<file path="config.mk">
export PLATFORM = sky130hd
export DESIGN_NAME = tvsc_control_regs
export DESIGN_NICKNAME = d
export VERILOG_FILES = /design/src/core/tvsc_pkg.sv /design/src/core/tvsc_control_regs.sv
export SDC_FILE = /design/constraint.sdc
export NUM_CORES = 1
export LEC_CHECK = 0
export BUFFER_PORTS_ARGS = -buffer_cell sky130_fd_sc_hd__buf_2
export CAP_MARGIN = 15
export CORE_UTILIZATION = 50
export DETAILED_ROUTE_END_ITERATION = 16
export GPL_ROUTABILITY_DRIVEN = 1
export PLACE_DENSITY_LB_ADDON = 0.05
export RECOVER_POWER = 100
export SLEW_MARGIN = 10
export SYNTH_ARGS = -nofsm -noshare
export SYNTH_HDL_FRONTEND = slang
export SYNTH_SLANG_ARGS = --single-unit
</file>
<file path="constraint.sdc">
create_clock -name clk -period 1.8 [get_ports clk]
set_input_delay 0.18 -clock clk [delete_from_list [all_inputs] [get_ports clk]]
set_output_delay 0.18 -clock clk [all_outputs]
set_load 0.03 [all_outputs]
</file>
<file path="src/core/tvsc_pkg.sv">
// register map, field layouts and carrier types of the tv scaler control bank
// assumes an apb slave with byte addresses four times the printed register index
package tvsc_pkg;
   // register indices as printed
   localparam logic [7:0] IDX_HRATIO = 8'h27;
   localparam logic [7:0] IDX_SAMPLING_LINE_DIVIDER = 8'h28;
   localparam logic [7:0] IDX_ZHPAN = 8'h2B;
   localparam logic [7:0] IDX_ZVPAN = 8'h2C;
   localparam logic [7:0] IDX_GPROC = 8'h33;
   localparam logic [7:0] IDX_MEMAST = 8'h40;
   localparam logic [7:0] IDX_HWCFG = 8'h41;
   localparam logic [7:0] IDX_HTOT = 8'h42;
   localparam logic [7:0] IDX_VTOT = 8'h43;
   localparam logic [7:0] IDX_SCAN = 8'h44;
   localparam logic [7:0] IDX_TVST = 8'h45;
   localparam logic [7:0] IDX_ENC = 8'h50;
   localparam logic [7:0] IDX_DVOFF = 8'h51;
   localparam logic [7:0] IDX_DHOFF = 8'h52;
   localparam logic [7:0] IDX_HOLD = 8'h53;
   localparam logic [7:0] IDX_MISC = 8'h70;
   localparam logic [7:0] IDX_VDEN = 8'h71;
   localparam logic [7:0] IDX_VNUM = 8'h72;
   localparam logic [7:0] IDX_CHROMA = 8'h73;
   localparam int ADDR_LSB = 2;
   // reset values
   localparam logic [7:0] RST_REG = 8'h00;
   // field positions
   localparam int RATIO_SEL_BIT = 6;
   localparam int RATIO_UNITY_BIT = 7;
   localparam int DIV_OVR_BIT = 7;
   localparam int UDX_BIT = 3;
   localparam int UDSEL_BIT = 6;
   localparam int MAGNIFY_BIT = 7;
   localparam int FREEZE_BIT = 0;
   localparam logic [2:0] TESTPIN_KEY = 3'h5;
   localparam logic [7:0] ENC_MASK = 8'h3E;
   localparam logic [7:0] HOLD_MASK = 8'h01;
   localparam logic [7:0] RATIO_MASK = 8'h3F;
   localparam logic [7:0] PAN_MASK = 8'h7F;
   localparam logic [7:0] GPROC_MASK = 8'h4F;
   localparam logic [7:0] CHROMA_MASK = 8'h0C;
   // unit scales as shift counts: 16 pixels, 8 pixels, 4 lines
   localparam int SH16 = 4;
   localparam int SH8 = 3;
   localparam int SH4 = 2;
   // hardware configuration strap fields
   typedef struct packed {
      logic rgbOutputSelect;
      logic subcarrierClockMultiple;
      logic tvStandardSelect;
      logic memType;
      logic [1:0] frameStoreConfig;
      logic [1:0] inputFormat;
   } tvsc_hwcfg_type;
   // tv timing inputs
   typedef struct packed {
      logic tvVsyncFlag;
      logic tvFieldParity;
      logic tvBlankFlag;
      logic busAddressSelectPin;
      logic [2:0] spareInputPins;
   } tvsc_tvpins_type;
   // effective scaler controls for the datapath
   typedef struct packed {
      logic [5:0] horizontalRatioCode;
      logic softwareRatio;
      logic unityRatio;
      logic [6:0] samplingLineDivider;
      logic dividerOverride;
      logic [10:0] lineSamples;
      logic signed [10:0] captureHDelta;
      logic signed [10:0] captureVDelta;
      logic signed [10:0] displayHDelta;
      logic signed [10:0] displayVDelta;
      logic horizontalOnlyUnderscan;
      logic underscanSelect;
      logic magnifyEnable;
      logic freezePicture;
      logic testPinRedirect;
      logic [7:0] encoderBits;
      logic [7:0] chromaBits;
      logic [5:0] verticalDen;
      logic [5:0] verticalNum;
      logic [7:0] memoryAssist;
   } tvsc_ctrl_type;
endpackage : tvsc_pkg

</file>
<file path="src/core/tvsc_control_regs.sv">
// apb register bank of the tv scaler with input timing measurement
// assumes all pin inputs asynchronous; apb from logic on clk
// Notes on behaviour
// - six-bit ratio code from software sets the horizontal stretch factor
// - select bit zero uses hardware ratio; one uses code and unity flag
// - shown pixels are capture size times sixteen times destination over source
// - divider is seven bits of sixteen pixels; override picks programmed count
// - sampled pixels per input line equal divider count times sixteen
// - zoom only: capture start shifts by signed seven-bit pan times eight
// - zoom only: capture start shifts by signed seven-bit pan times four lines
// - horizontal-only underscan acts only in hardware default mode
// - underscan select: one underscan, zero overscan and defaults off
// - input format field reports the connected input type
// - frame-store field reports external memory configuration
// - configuration bits report tv standard, subcarrier multiple, output type
// - input vertical total measured in units of four lines, read only
// - scan rate gives tv lines per input frame in units of four and input vsync level
// - tv status shows spare pins, address pin, blank, field, vsync
// - encoder control holds bars, monochrome, brightness and no-comb mode
// - display vertical start shifts by signed eight-bit offset times four
// - display horizontal start shifts by signed eight-bit offset times eight
// - misc bits seven to five equal 101 redirect two test pins
`timescale 1ns/1ps
`default_nettype none
module tvsc_control_regs
   import tvsc_pkg::*;
#(
   parameter int DEFAULT_RATIO = 0,
   parameter int DEFAULT_DIVIDER = 52
) (
   // clock and reset
   input wire logic clk,
   input wire logic srst,
   // apb slave
   input wire logic psel,
   input wire logic penable,
   input wire logic pwrite,
   input wire logic [11:0] paddr,
   input wire logic [31:0] pwdata,
   input wire logic [3:0] pstrb,
   output logic [31:0] prdata,
   output logic pready,
   output logic pslverr,
   // straps and pins
   input wire logic [7:0] hwConfigPins,
   input wire logic inputHsync,
   input wire logic inputVsync,
   input wire logic tvHsync,
   input wire logic [6:0] tvPins,
   input wire logic horizontalDataValidPin,
   input wire logic luma3,
   input wire logic luma2,
   input wire logic verticalDataValid,
   // scaler controls
   output tvsc_ctrl_type ctrl,
   output logic sparePinSix,
   output logic sparePinSeven,
   output logic horizontalDataValid
);
   // refuse defaults that the fields cannot hold
   if (DEFAULT_RATIO < 0 || DEFAULT_RATIO > 63 || DEFAULT_DIVIDER < 0 ||
       DEFAULT_DIVIDER > 127) begin : g_bad_default
      $error("tvsc_control_regs: default out of range");
   end
   localparam logic [5:0] DEF_RATIO = DEFAULT_RATIO[5:0];
   localparam logic [6:0] DEF_DIV = DEFAULT_DIVIDER[6:0];

   // --------------------------------------------------------------
   // state
   // --------------------------------------------------------------
   typedef struct packed {
      logic [7:0] hRatio;
      logic [7:0] sampling_line_divider;
      logic [7:0] zhPan;
      logic [7:0] zvPan;
      logic [7:0] gProc;
      logic [7:0] memAssist;
      logic [7:0] encCtrl;
      logic [7:0] dvOff;
      logic [7:0] dhOff;
      logic [7:0] hold;
      logic [7:0] misc;
      logic [7:0] vDen;
      logic [7:0] vNum;
      logic [7:0] chroma;
      logic [7:0] hwCfg;
      logic [1:0] syncIn1;
      logic [1:0] syncIn2;
      logic [1:0] syncPrev;
      logic [7:0] pinS1;
      logic [7:0] pinS2;
      logic [3:0] miscS1;
      logic [3:0] miscS2;
      logic [9:0] hCount;
      logic [9:0] lineCount;
      logic [8:0] tvLineCount;
      logic [7:0] hTotal;
      logic [7:0] vTotal;
      logic [6:0] tv_lines_per_input_frame;
      logic [31:0] rdata;
      logic [7:0] hwS1;
      logic [7:0] hwS2;
      logic tvHsPrev;
      tvsc_ctrl_type ctrl;
      logic [2:0] pinsOut;
   } tvsc_state_type;

   tvsc_state_type st;
   tvsc_state_type next_st;

   function automatic logic [7:0] index_of(input logic [11:0] a);
      index_of = a[ADDR_LSB +: 8];
   endfunction : index_of

   function automatic logic signed [10:0] scaled(input logic [7:0] v, input int bits,
                                                 input int sh);
      logic signed [10:0] s;
      s = 11'sh000;
      if (bits == 7)
         s = {{4{v[6]}}, v[6:0]};
      else
         s = {{3{v[7]}}, v};
      scaled = s <<< sh;
   endfunction : scaled

   logic access;
   logic [7:0] idx;
   logic [7:0] wbyte;
   logic mapped;
   tvsc_tvpins_type tvIn;
   tvsc_hwcfg_type hw;
   logic [7:0] rdByte;

   assign access = psel && penable;
   assign idx = index_of(paddr);
   assign wbyte = pwdata[7:0];
   assign tvIn = st.pinS2[6:0];
   assign hw = st.hwCfg;

   // --------------------------------------------------------------
   // read decode
   // --------------------------------------------------------------
   always_comb begin
      mapped = 1'b1;
      rdByte = 8'h00;
      if (idx == IDX_HRATIO) begin
         rdByte = st.hRatio;
      end else if (idx == IDX_SAMPLING_LINE_DIVIDER) begin
         rdByte = st.sampling_line_divider;
      end else if (idx == IDX_ZHPAN) begin
         rdByte = st.zhPan;
      end else if (idx == IDX_ZVPAN) begin
         rdByte = st.zvPan;
      end else if (idx == IDX_GPROC) begin
         rdByte = st.gProc;
      end else if (idx == IDX_MEMAST) begin
         rdByte = st.memAssist;
      end else if (idx == IDX_HWCFG) begin
         rdByte = hw;
      end else if (idx == IDX_HTOT) begin
         rdByte = st.hTotal;
      end else if (idx == IDX_VTOT) begin
         rdByte = st.vTotal;
      end else if (idx == IDX_SCAN) begin
         rdByte = {st.syncIn2[1], st.tv_lines_per_input_frame};
      end else if (idx == IDX_TVST) begin
         rdByte = {tvIn.tvVsyncFlag, tvIn.tvFieldParity, tvIn.tvBlankFlag,
                   tvIn.busAddressSelectPin, 1'b0, tvIn.spareInputPins};
      end else if (idx == IDX_ENC) begin
         rdByte = st.encCtrl;
      end else if (idx == IDX_DVOFF) begin
         rdByte = st.dvOff;
      end else if (idx == IDX_DHOFF) begin
         rdByte = st.dhOff;
      end else if (idx == IDX_HOLD) begin
         rdByte = st.hold;
      end else if (idx == IDX_MISC) begin
         rdByte = st.misc;
      end else if (idx == IDX_VDEN) begin
         rdByte = st.vDen;
      end else if (idx == IDX_VNUM) begin
         rdByte = st.vNum;
      end else if (idx == IDX_CHROMA) begin
         rdByte = st.chroma;
      end else begin
         mapped = 1'b0;
      end
   end

   // --------------------------------------------------------------
   // next state
   // --------------------------------------------------------------
   always_comb begin
      next_st = st;
      // pin synchronisers
      next_st.syncIn1 = {inputVsync, inputHsync};
      next_st.syncIn2 = st.syncIn1;
      next_st.syncPrev = st.syncIn2;
      next_st.pinS1 = {tvHsync, tvPins};
      next_st.pinS2 = st.pinS1;
      next_st.miscS1 = {horizontalDataValidPin, luma3, luma2, verticalDataValid};
      next_st.miscS2 = st.miscS1;
      next_st.hwS1 = hwConfigPins;
      next_st.hwS2 = st.hwS1;
      next_st.tvHsPrev = st.pinS2[7];
      next_st.hwCfg = st.hwS2;
      // --------------------------------------------------------------
      // input timing measurement
      // --------------------------------------------------------------
      // sampled pixels between input hsyncs
      if (st.syncIn2[0] && !st.syncPrev[0]) begin
         next_st.hTotal = st.hCount[9:2];
         // the detecting cycle is the first of the next line
         next_st.hCount = 10'h001;
         next_st.lineCount = st.lineCount + 10'h001;
      end else if (st.hCount != 10'h3FF) begin
         next_st.hCount = st.hCount + 10'h001;
      end
      // tv line count on synchronised rising edges
      if (st.pinS2[7] && !st.tvHsPrev && st.tvLineCount != 9'h1FF) begin
         next_st.tvLineCount = st.tvLineCount + 9'h001;
      end
      if (st.syncIn2[1] && !st.syncPrev[1]) begin
         next_st.vTotal = st.lineCount[9:2];
         next_st.tv_lines_per_input_frame = st.tvLineCount[8:2];
         next_st.lineCount = 10'h000;
         next_st.tvLineCount = 9'h000;
      end
      // --------------------------------------------------------------
      // register writes at the access phase
      // --------------------------------------------------------------
      if (access && pwrite && pstrb[0]) begin
         if (idx == IDX_HRATIO) begin
            next_st.hRatio = wbyte & (RATIO_MASK | 8'hC0);
         end else if (idx == IDX_SAMPLING_LINE_DIVIDER) begin
            next_st.sampling_line_divider = wbyte;
         end else if (idx == IDX_ZHPAN) begin
            next_st.zhPan = wbyte & PAN_MASK;
         end else if (idx == IDX_ZVPAN) begin
            next_st.zvPan = wbyte & PAN_MASK;
         end else if (idx == IDX_GPROC) begin
            next_st.gProc = wbyte & (GPROC_MASK | 8'h87);
         end else if (idx == IDX_MEMAST) begin
            next_st.memAssist = wbyte;
         end else if (idx == IDX_ENC) begin
            next_st.encCtrl = wbyte & ENC_MASK;
         end else if (idx == IDX_DVOFF) begin
            next_st.dvOff = wbyte;
         end else if (idx == IDX_DHOFF) begin
            next_st.dhOff = wbyte;
         end else if (idx == IDX_HOLD) begin
            next_st.hold = wbyte & HOLD_MASK;
         end else if (idx == IDX_MISC) begin
            next_st.misc = wbyte;
         end else if (idx == IDX_VDEN) begin
            // six-bit ratio terms
            next_st.vDen = wbyte & RATIO_MASK;
         end else if (idx == IDX_VNUM) begin
            next_st.vNum = wbyte & RATIO_MASK;
         end else if (idx == IDX_CHROMA) begin
            next_st.chroma = wbyte & CHROMA_MASK;
         end
      end
      next_st.rdata = {24'h000000, rdByte};
      // --------------------------------------------------------------
      // effective controls
      // --------------------------------------------------------------
      // hardware or software ratio
      next_st.ctrl.softwareRatio = st.hRatio[RATIO_SEL_BIT];
      next_st.ctrl.horizontalRatioCode = st.hRatio[RATIO_SEL_BIT] ? st.hRatio[5:0] : DEF_RATIO;
      next_st.ctrl.unityRatio = st.hRatio[RATIO_SEL_BIT] && st.hRatio[RATIO_UNITY_BIT];
      next_st.ctrl.dividerOverride = st.sampling_line_divider[DIV_OVR_BIT];
      next_st.ctrl.samplingLineDivider = st.sampling_line_divider[DIV_OVR_BIT] ? st.sampling_line_divider[6:0] : DEF_DIV;
      next_st.ctrl.lineSamples = {next_st.ctrl.samplingLineDivider, 4'h0};
      next_st.ctrl.captureHDelta = st.gProc[MAGNIFY_BIT] ? scaled(st.zhPan, 7, SH8) : 11'sh000;
      next_st.ctrl.captureVDelta = st.gProc[MAGNIFY_BIT] ? scaled(st.zvPan, 7, SH4) : 11'sh000;
      next_st.ctrl.displayVDelta = scaled(st.dvOff, 8, SH4);
      next_st.ctrl.displayHDelta = scaled(st.dhOff, 8, SH8);
      // underscan x only in hardware mode
      next_st.ctrl.horizontalOnlyUnderscan = st.gProc[UDX_BIT] && !st.hRatio[RATIO_SEL_BIT];
      next_st.ctrl.underscanSelect = st.gProc[UDSEL_BIT];
      next_st.ctrl.magnifyEnable = st.gProc[MAGNIFY_BIT];
      next_st.ctrl.freezePicture = st.hold[FREEZE_BIT];
      next_st.ctrl.testPinRedirect = (st.misc[7:5] == TESTPIN_KEY);
      next_st.ctrl.encoderBits = st.encCtrl;
      next_st.ctrl.chromaBits = st.chroma;
      next_st.ctrl.verticalDen = st.vDen[5:0];
      next_st.ctrl.verticalNum = st.vNum[5:0];
      next_st.ctrl.memoryAssist = st.memAssist;
      if (next_st.ctrl.testPinRedirect)
         next_st.pinsOut = {st.miscS2[3], st.miscS2[0], 1'b0};
      else
         next_st.pinsOut = {1'b0, st.miscS2[1], st.miscS2[2]};
      // --------------------------------------------------------------
      // synchronous reset
      // --------------------------------------------------------------
      if (srst) begin
         next_st = '0;
         next_st.hRatio = RST_REG;
      end
   end

   always_ff @(posedge clk) begin
      st <= next_st;
   end

   // --------------------------------------------------------------
   // outputs
   // --------------------------------------------------------------
   assign pready = 1'b1;
   assign pslverr = access && !mapped;
   assign prdata = st.rdata;
   assign ctrl = st.ctrl;
   assign horizontalDataValid = st.pinsOut[2];
   // pins follow luma, or under redirect seven takes vertical data valid and six is held low
   assign sparePinSeven = st.pinsOut[1];
   assign sparePinSix = st.pinsOut[0];
endmodule : tvsc_control_regs
`default_nettype wire

</file>
* Yosys cells after proc, flatten, opt, wreduce, memory -nomap -nowiden *
Index checks and enable logic that the tools add are counted.

word-level totals
  logic and storage cells = 180
  memory bits (read-only) = 0
  memories kept = 0
  RAM bits = 0
  output and inout bits = 149
  register bits after elaboration = 322
  latch bits = 0

cells by class
  eq/ne operators = 22
  multiply operators = 0
  divide/modulo/power cells = 0
  reduce and logical (&&, ||, !) cells = 36
  bitwise operators = 16
  shift operators = 0
  $add $sub $neg = 3
  magnitude comparators = 0
  mux-type cells = 42

operators with widths
  kind                                                                   number
  8-bit 2-to-1 mux                                                       16
  8-bit by 7-bit equality test with 1-bit output, second input constant  14
  8-bit by 6-bit equality test with 1-bit output, second input constant  5
  10-bit by 1-bit adder with 10-bit output, second input constant        2
  10-bit 2-to-1 mux                                                      2
  1-bit 2-to-1 mux                                                       19
  1-bit NOT                                                              16
  15-bit AND reduction                                                   1
  14-bit AND reduction                                                   1
  13-bit AND reduction                                                   1
  6-bit 2-to-1 mux                                                       2
  12-bit AND reduction                                                   1
  2-bit OR reduction                                                     6
  11-bit AND reduction                                                   1
  1-bit logical AND                                                      10
  10-bit inequality test, second input constant                          1
  10-bit AND reduction                                                   1
  9-bit by 1-bit adder with 9-bit output, second input constant          1
  9-bit inequality test, second input constant                           1
  9-bit AND reduction                                                    1
  8-bit AND reduction                                                    1
  7-bit 2-to-1 mux                                                       1
  7-bit AND reduction                                                    1
  6-bit AND reduction                                                    1
  9 further kinds                                                        13

* Logic depth before layout (Yosys ltp) *
Gate-level depths: netlist of the first run.

  depth in word-level cells = 22
  mapped depth = 9
  mapped depth without buffers = 9

* Worst setup path after synthesis of the first run *
OpenSTA, ideal clock, no wires.

  kind = register to register
  start = register st[187] (netlist name)
  end = register st[192] (netlist name)
  period minus slack after synthesis = 1.944 ns
  arrival time = 1.874 ns
  cell stages (with the launch flop) = 9
  path slack = -0.144 ns
  path through = dfxtp_1 ha_1 nand2_1 nor3_1 ha_1 nor3b_2 nand4_1 or3_1 a21oi_1

between the ends
  word-level cells in the longest chain between the ends = 2
  elaborated cells on any way between the ends = 3
  those cells by class = add/sub: 1; eq/ne: 1; reduce/logical: 1

ends and longest elaborated chain
  item                                                                            line                      text
  from (decl)                                                                     tvsc_control_regs.sv:108  tvsc_state_type st;
  from (signal assigned)                                                          tvsc_control_regs.sv:304  st <= next_st;
  branches (longest 2 deep; another with 9-bit by 1-bit adder with 9-bit output)  n/a

Parallel ways; which one is timed is not known.
A chain may end at the register's enable or synchronous reset.

* Final worst setup path of the first run *
  start = input paddr[3]
  end = output pslverr

between the ends
  word-level cells in the longest chain between the ends = 22
  elaborated cells on any way between the ends = 40
  those cells by class = eq/ne: 19; mux: 19; reduce/logical: 2

ends and longest elaborated chain
  item                                            line                      text
  from (decl)                                     tvsc_control_regs.sv:38   input wire logic [11:0] paddr,
  8-bit by 7-bit equality test with 1-bit output  tvsc_control_regs.sv:183  end else if (idx == IDX_CHROMA) begin
  1-bit 2-to-1 mux                                tvsc_control_regs.sv:183
  1-bit 2-to-1 mux                                tvsc_control_regs.sv:181  end else if (idx == IDX_VNUM) begin
  1-bit 2-to-1 mux                                tvsc_control_regs.sv:179  end else if (idx == IDX_VDEN) begin
  1-bit 2-to-1 mux                                tvsc_control_regs.sv:177  end else if (idx == IDX_MISC) begin
  1-bit 2-to-1 mux                                tvsc_control_regs.sv:175  end else if (idx == IDX_HOLD) begin
  1-bit 2-to-1 mux                                tvsc_control_regs.sv:173  end else if (idx == IDX_DHOFF) begin
  1-bit 2-to-1 mux                                tvsc_control_regs.sv:171  end else if (idx == IDX_DVOFF) begin
  [6 not listed]                                  n/a
  1-bit 2-to-1 mux                                tvsc_control_regs.sv:156  end else if (idx == IDX_MEMAST) begin
  1-bit 2-to-1 mux                                tvsc_control_regs.sv:154  end else if (idx == IDX_GPROC) begin
  1-bit 2-to-1 mux                                tvsc_control_regs.sv:152  end else if (idx == IDX_ZVPAN) begin
  1-bit 2-to-1 mux                                tvsc_control_regs.sv:150  end else if (idx == IDX_ZHPAN) begin
  1-bit 2-to-1 mux                                tvsc_control_regs.sv:148  end else if (idx == IDX_SAMPLING_LINE_DIVIDER) begin
  1-bit 2-to-1 mux (*)                            tvsc_control_regs.sv:146  if (idx == IDX_HRATIO) begin
  1-bit zero test (*)                             tvsc_control_regs.sv:311  assign pslverr = access && !mapped;
  1-bit logical AND (*)                           tvsc_control_regs.sv:311
  to (decl)                                       tvsc_control_regs.sv:43   output logic pslverr,

Mark *: on every way between the ends. The rest lies on a longest branch, timed or not.

==> results of run 1 <==
## synth_stat cells (all sizes together), types with 4 or more instances
master	instances	area share, %
dfxtp	284	47
buf	170	10
nand2	136	4.3
a21oi	110	4.6
nor2	108	3.4
nor2b	107	5.6
nand3	60	2.5
clkbuf	56	1.8
mux2i	53	4.4
o21ai	33	1.4
and2	30	1.6
nor3	15	0.98
nand2b	12	0.63
xor2	12	0.88
a211oi	11	0.69
inv	11	0.34
nand4	11	0.57
o22ai	10	0.52
xnor2	9	0.66
a22oi	7	0.44
and3	6	0.31
nor3b	5	0.36
o211ai	5	0.31
a221oi	4	0.29
a31oi	4	0.21
ha	4	0.42
nand3b	4	0.25
o31ai	4	0.25
## cells by family (layout without fill, tap and decap cells)
logic type | after synthesis | count (layout) | share of synthesized area [%]
XOR/XNOR | 21 | 21 | 1.54
flip-flops | 284 | 284 | 47.5
AND/OR/NAND/NOR | 522 | 522 | 22.7
buffers and inverters | 237 | 388 | 12.2
AO/OA/AOI/OAI | 215 | 215 | 10.7
other | 2 | 48 | 0.0627
adder cells (fa/ha/maj) | 4 | 4 | 0.418
multiplexers | 57 | 57 | 4.99
## worst reg2reg max path, delay by kind of cell, from the launching register on
kind / cells / cell delay [ns]
fa+ha+maj: 2 / 0.36
xor+xnor: 1 / 0.15
flops: 1 / 0.36
simple gates: 6 / 0.80
## through the flow
step / hold WS (ns) / TNS, ns
after floorplan: 0.281 / -0.0924
after global placement: 0.389 / -9.42
after detailed placement: 0.394 / -9.37
after CTS: 0.00475 / 0
after global routing: 0.0675 / -0.318
final: 0.0592 / -0.00930
## power by group through the flow
stage | Clock [uW] | Sequential [uW] | Combinational (uW)
final | 5680 | 6380 | 937
after global routing | 6070 | 6380 | 1000
after CTS | 5790 | 6380 | 929
after detailed placement | 0 | 6520 | 875
after global placement | 0 | 6520 | 879
after floorplan | 0 | 6510 | 604
## layout by cell type, fill, tap and decap left out, drive strengths merged, types with 6 or more instances in the layout
cell,Yosys,final
dfxtp,284,284
nor3,15,15
clkinv,0,9
a211oi,11,11
o21ai,33,33
a22oi,7,7
xnor2,9,9
nand2b,12,12
and2,30,30
o22ai,10,10
a21oi,110,110
inv,11,12
nand4,11,11
nand3,60,60
mux2i,53,53
nor2,108,108
xor2,12,12
nand2,136,136
nor2b,107,107
and3,6,6
clkbuf,56,46
dlygate4sd3,0,23
conb,2,48
buf,170,296
## path summary, 6_finish.rpt
kind         startpoint       to  slack [ns]  cells after the start
min reg2reg     st[130]  st[122]        0.43                      1
max            paddr[3]  pslverr      -0.009                      9
min           pwdata[6]  st[364]        0.06                      3
max reg2reg     st[187]  st[194]        0.02                      9
## cell type report
cell class	instances	area, sq um
fill	2101	9080
clock inverter	12	95.1
tap	319	399
clock buffer	40	807
multi-input combinational	867	5120
sequential	284	5690
timing repair buffer	325	2240
inverter	11	41.3
## metal layers
| metal | GRT usage (%) | up-vias | wire length [microns] | part of all wire, % |
|---|---|---|---|---|
| li1 | - | 4679 | - | - |
| met1 | 38.2 | 4581 | 15300 | 46 |
| met2 | 42.0 | 330 | 14700 | 45 |
| met3 | 4.18 | 54 | 2060 | 6.3 |
| met4 | 7.80 | 0 | 929 | 2.8 |
| met5 | 0 | - | 0 | 0 |
## sequential cells by signal, indices dropped and copies added, names as in the netlist
signal and flops:
ctrl 78, horizontalDataValid 1, hw 8, prdata 8, sparePinSeven 1, sparePinSix 1
st 187
## repair_timing
| action | 4_1_cts | 5_1_grt |
|---|---|---|
| hold buffers | 23 | 0 |
| pin swaps | 9 | 3 |
| resized for setup | 12 | 7 |
| hold endpoints to repair | 23 | 0 |
| setup endpoints to repair | 3 | 7 |
| setup buffers | 4 | 1 |
==> results.py, run 1 <==
metrics = {
    "run_status": {
        "status": "finished, violations left",
        "violations": "negative setup slack",
    },
    "timing": {
        "relSlewSlack_pct": 26.7,
        "finalHoldViolCount": 0,
        "fin_crit_ns": 1.81,
        "clock-skew-final_ns": 0.00688,
        "period_share_pct": 101,
        "grt_setup_unrepaired": "true",
        "worst_pin_slew_ns": 1.10,
        "slew_viol_final": 0,
        "setup_viol": 1,
        "postLayoutSetupSlackWorst_ns": -0.00930,
        "max_freq_ghz": 0.553,
    },
    "hold_path": {
        "min_path_type": "in -> reg",
    },
    "grt": {
        "grt-ovfl-total": 0,
        "grt_pass1_wl_microns": 50000,
        "grt_usage_pct": 26.9,
        "grt_pass1_vias": 8680,
        "antenna_found_initial": 0,
        "grt_max_degree": 95,
    },
    "die": {
        "chipHeight_microns": 157,
        "die_x_microns": 157,
        "core_sq_um": 23500,
        "rows": 56,
        "start_util_pct": 51.0,
        "ios": 224,
        "dieArea_sq_um": 24600,
    },
    "critical_path": {
        "critPathMaxFanout": 11,
        "max_stage_delay_ns": 0.25,
        "cp_slowest_cell": "and2_2",
        "worstPathRequired_ns": 1.62,
        "crit_arrival_ns": 1.63,
        "crit_chain": "buf_4 > buf_4 > and2_2 > buf_4 > nand3_1 > buf_4 > nand4_1 > a21oi_2 > buf_6",
        "worst_setup_path_start_kind": "input port",
        "critPathKind": "in -> out",
        "cpMostUsedCell": "buf_4",
        "path_delay_family": "buffers and inverters",
        "path_buf_inv": 5,
        "endpoint_kind": "output pin",
    },
    "clock_tree": {
        "path_clk_slew_ns": 0.06,
        "cts_buffer_depth": 3,
        "cts_buffers": 29,
        "cts_tree": "done",
        "worstSkewPairLatency_ns": 0.55,
        "cts_num_sinks": 284,
        "cts-root-buf": "clkbuf_16",
        "ctsHtreeMaxLevel": 1,
    },
    "route": {
        "viasPerCell": 5.19,
        "drt-initial-drc-count": 742,
        "route.detailed.drc": 0,
        "dr.pass1.iters": 6,
        "wire_per_inst_microns": 17.7,
        "drtAntennaViolNets": 0,
        "vias": 9644,
        "totalWireLength_microns": 32900,
    },
    "place": {
        "port_buffers": 144,
        "dp_hpwl_microns": 24300,
        "globalplace.congestion": 0.964,
        "dpl_worst_slack_ns": -0.348,
        "place_area_sq_um": 13200,
        "dp_cells": 1779,
    },
    "power": {
        "power.share.clock_pct": 43.7,
        "p_int_uw": 9950,
        "p_leak_uw": 0.00588,
        "finalPower_uw": 13000,
        "p_sw_uw": 3050,
        "peakVddDrop_mv": 0.854,
        "powerDensity_nw_per_um2": 903,
        "combPwrFrac_pct": 7.2,
        "swShare_pct": 23.5,
        "pwr-share-seq_pct": 49.1,
    },
    "synthesis": {
        "netlist-cell-type-count": 75,
        "yosysWarnings": 0,
        "synth_edf_count": 0,
        "synth_flop_cell": "dfxtp_1",
        "avgSynthCellArea_sq_um": 8.93,
        "ys_seq_area_share_pct": 47.5,
        "synth_cells": 1342,
        "netlist_area_sq_um": 12000,
        "async_reset_ff_share_pct": 0,
        "ys_seq_elements": 284,
    },
    "layout": {
        "finalNonFillerCells": 1858,
        "antenna_cells": 0,
        "design_area_sq_um": 14400,
        "syn_to_final_growth_pct": 20.2,
        "final_util_pct": 61.3,
        "drive_above_1_share_pct": 24.6,
        "fin_nets": 1597,
    },
    "flow_run": {
        "maxCapViolations": 0,
    },
}
Note: power is estimated with default switching activity, not from simulation.
==> inputs of run 2 (changes only) <==
--- a/config.mk
+++ b/config.mk
@@ -12,6 +12,7 @@
 export GPL_ROUTABILITY_DRIVEN = 1
 export PLACE_DENSITY_LB_ADDON = 0.05
 export RECOVER_POWER = 100
+export SETUP_SLACK_MARGIN = 0.05
 export SLEW_MARGIN = 10
 export SYNTH_ARGS = -nofsm -noshare
 export SYNTH_HDL_FRONTEND = slang
==> run 2 against run 1 <==
The run still ends with negative setup slack left. Sequential power is essentially flat. Critical path depth shrank 4. Routed wire length is essentially flat. Clock power grew 3%. Largest cell class unchanged. Highest routed layer is now met5.
==> results.py, run 2 (synthesis results as in run 1) <==
metrics = {
    "clock_tree": {
        "cts-root-buf": "clkbuf_16",
        "path_clk_slew_ns": 0.07,
        "ctsHtreeMaxLevel": 1,
        "cts_buffers": 29,
        "cts_buffer_depth": 3,
        "cts_num_sinks": 284,
        "worstSkewPairLatency_ns": 0.56,
        "cts_tree": "done",
    },
    "grt": {
        "grt_usage_pct": 26.7,
        "grt_pass1_vias": 8701,
        "grt_max_degree": 70,
        "grt-ovfl-total": 0,
        "antenna_found_initial": 1,
        "grt_pass1_wl_microns": 49900,
    },
    "critical_path": {
        "worst_setup_path_start_kind": "register",
        "reg2reg_depth": 5,
        "rrSetupSlack_ns": -0.02,
        "endpoint_kind": "register",
        "crit_chain": "or3_1 > mux4_2 > a211oi_2 > clkbuf_1 > o211ai_1",
        "r2r_start": "st[264]",
        "critPathMaxFanout": 2,
        "worstPathRequired_ns": 2.23,
        "crit_arrival_ns": 2.25,
        "path_buf_inv": 1,
        "r2r_end": "prdata[2]",
        "max_stage_delay_ns": 0.51,
        "cp_slowest_cell": "mux4_2",
        "critPathKind": "reg -> reg",
        "path_delay_family": "multiplexers",
    },
    "place": {
        "place_area_sq_um": 13200,
        "port_buffers": 144,
        "globalplace.congestion": 0.981,
        "dp_hpwl_microns": 24400,
    },
    "die": {
        "start_util_pct": 51.0,
        "dieArea_sq_um": 24600,
        "die_x_microns": 157,
        "ios": 224,
        "rows": 56,
        "core_sq_um": 23500,
        "chipHeight_microns": 157,
    },
    "layout": {
        "syn_to_final_growth_pct": 19.6,
        "regMostFlops": "st",
        "layout_commonest_cell": "dfxtp_1",
        "layout_common_cells": "dfxtp_1 (279), nand2_1 (134), buf_4 (124)",
        "design_area_sq_um": 14300,
        "fin_nets": 1598,
        "drive_above_1_share_pct": 18.0,
        "largest_register_ffs": 187,
        "final_util_pct": 61.1,
    },
    "flow_run": {
        "maxCapViolations": 0,
    },
    "timing": {
        "setup_viol": 1,
        "period_share_pct": 101,
        "grt_setup_unrepaired": "true",
        "relSlewSlack_pct": 9.33,
        "finalHoldViolCount": 0,
        "postLayoutSetupSlackWorst_ns": -0.0164,
        "fin_crit_ns": 1.82,
        "slew_viol_final": 0,
        "whs_ns": 0.0514,
        "setup_tns_ns": -0.0164,
        "clock-skew-final_ns": 0.0126,
        "worst_pin_slew_ns": 1.36,
        "max_freq_ghz": 0.551,
    },
    "run_status": {
        "status": "finished, violations left",
        "violations": "negative setup slack",
    },
    "hold_path": {
        "min-delay-start": "pwdata[6]",
        "min_path_type": "in -> reg",
        "whs_endpoint": "st[348]",
        "min_delay_path_depth": 3,
    },
    "route": {
        "totalWireLength_microns": 32900,
        "wire_per_inst_microns": 17.7,
        "dr.pass1.iters": 5,
        "drtAntennaViolNets": 0,
        "vias": 9540,
        "viasPerCell": 5.13,
        "route.detailed.drc": 0,
        "drt-initial-drc-count": 604,
    },
    "power": {
        "powerDensity_nw_per_um2": 919,
        "p_leak_uw": 0.00541,
        "peakVddDrop_mv": 0.703,
    },
}
## run 2: repair_timing
item / CTS / global route
gates resized for setup: 20 / 22
pin swaps: 8 / 9
setup buffers: 5 / 2
endpoints found under the hold margin: 23 / 0
hold buffers: 23 / 0
setup endpoints to repair: 5 / 12
## run 2: layout make-up
class | count | area [sq um]
Inverter | 11 | 41.3
Sequential cell | 284 | 5690
Clock buffer | 38 | 790
Tap cell | 319 | 399
Multi-Input combinational cell | 867 | 5150
Fill cell | 2142 | 9140
Antenna cell | 1 | 2.50
Timing Repair Buffer | 326 | 2110
Clock inverter | 15 | 144
## run 2: power by group
group / switching [uW] / internal, uW
sequential: 27.0 / 6350
combinational: 609 / 336
clock: 2470 / 3380
## run 2: worst max path at each step
| stage | from | to | cells past startpoint |
|---|---|---|---|
| floorplan | st[187] | st[192] | 8 |
| global placement | paddr[3] | prdata[2] | 10 |
| detailed placement | paddr[3] | prdata[2] | 10 |
| CTS | paddr[7] | pslverr | 8 |
| global route | st[188] | st[194] | 9 |
| finish | st[264] | prdata[2] | 5 |
## run 2: layer usage
metal | share of wire (%) | track usage [%] | up-vias
li1 | - | - | 4667
met1 | 46 | 37.9 | 4487
met2 | 44 | 41.4 | 327
met3 | 6.4 | 3.52 | 57
met4 | 3.2 | 9.29 | 2
met5 | 0.043 | 0 | -
## run 2: stage by stage
stage / std cells / setup WS, ns / total power (uW)
3_3_place_gp: 1779 / -0.468 / 7410
2_1_floorplan: 1388 / -0.0340 / 7120
3_5_place_dp: 1779 / -0.435 / 7410
4_1_cts: 1859 / -0.0207 / 13300
6_report: 1861 / -0.0164 / 13200
5_1_grt: 1860 / -0.0471 / 13600
## run 2: worst register-to-register path, delay by kind of cell (launching register included)
kind            cells  cell delay, ns
flops               1            0.35
simple gates        1            0.34
compound gates      2            0.30
mux                 1            0.51
buf+inv             1            0.20
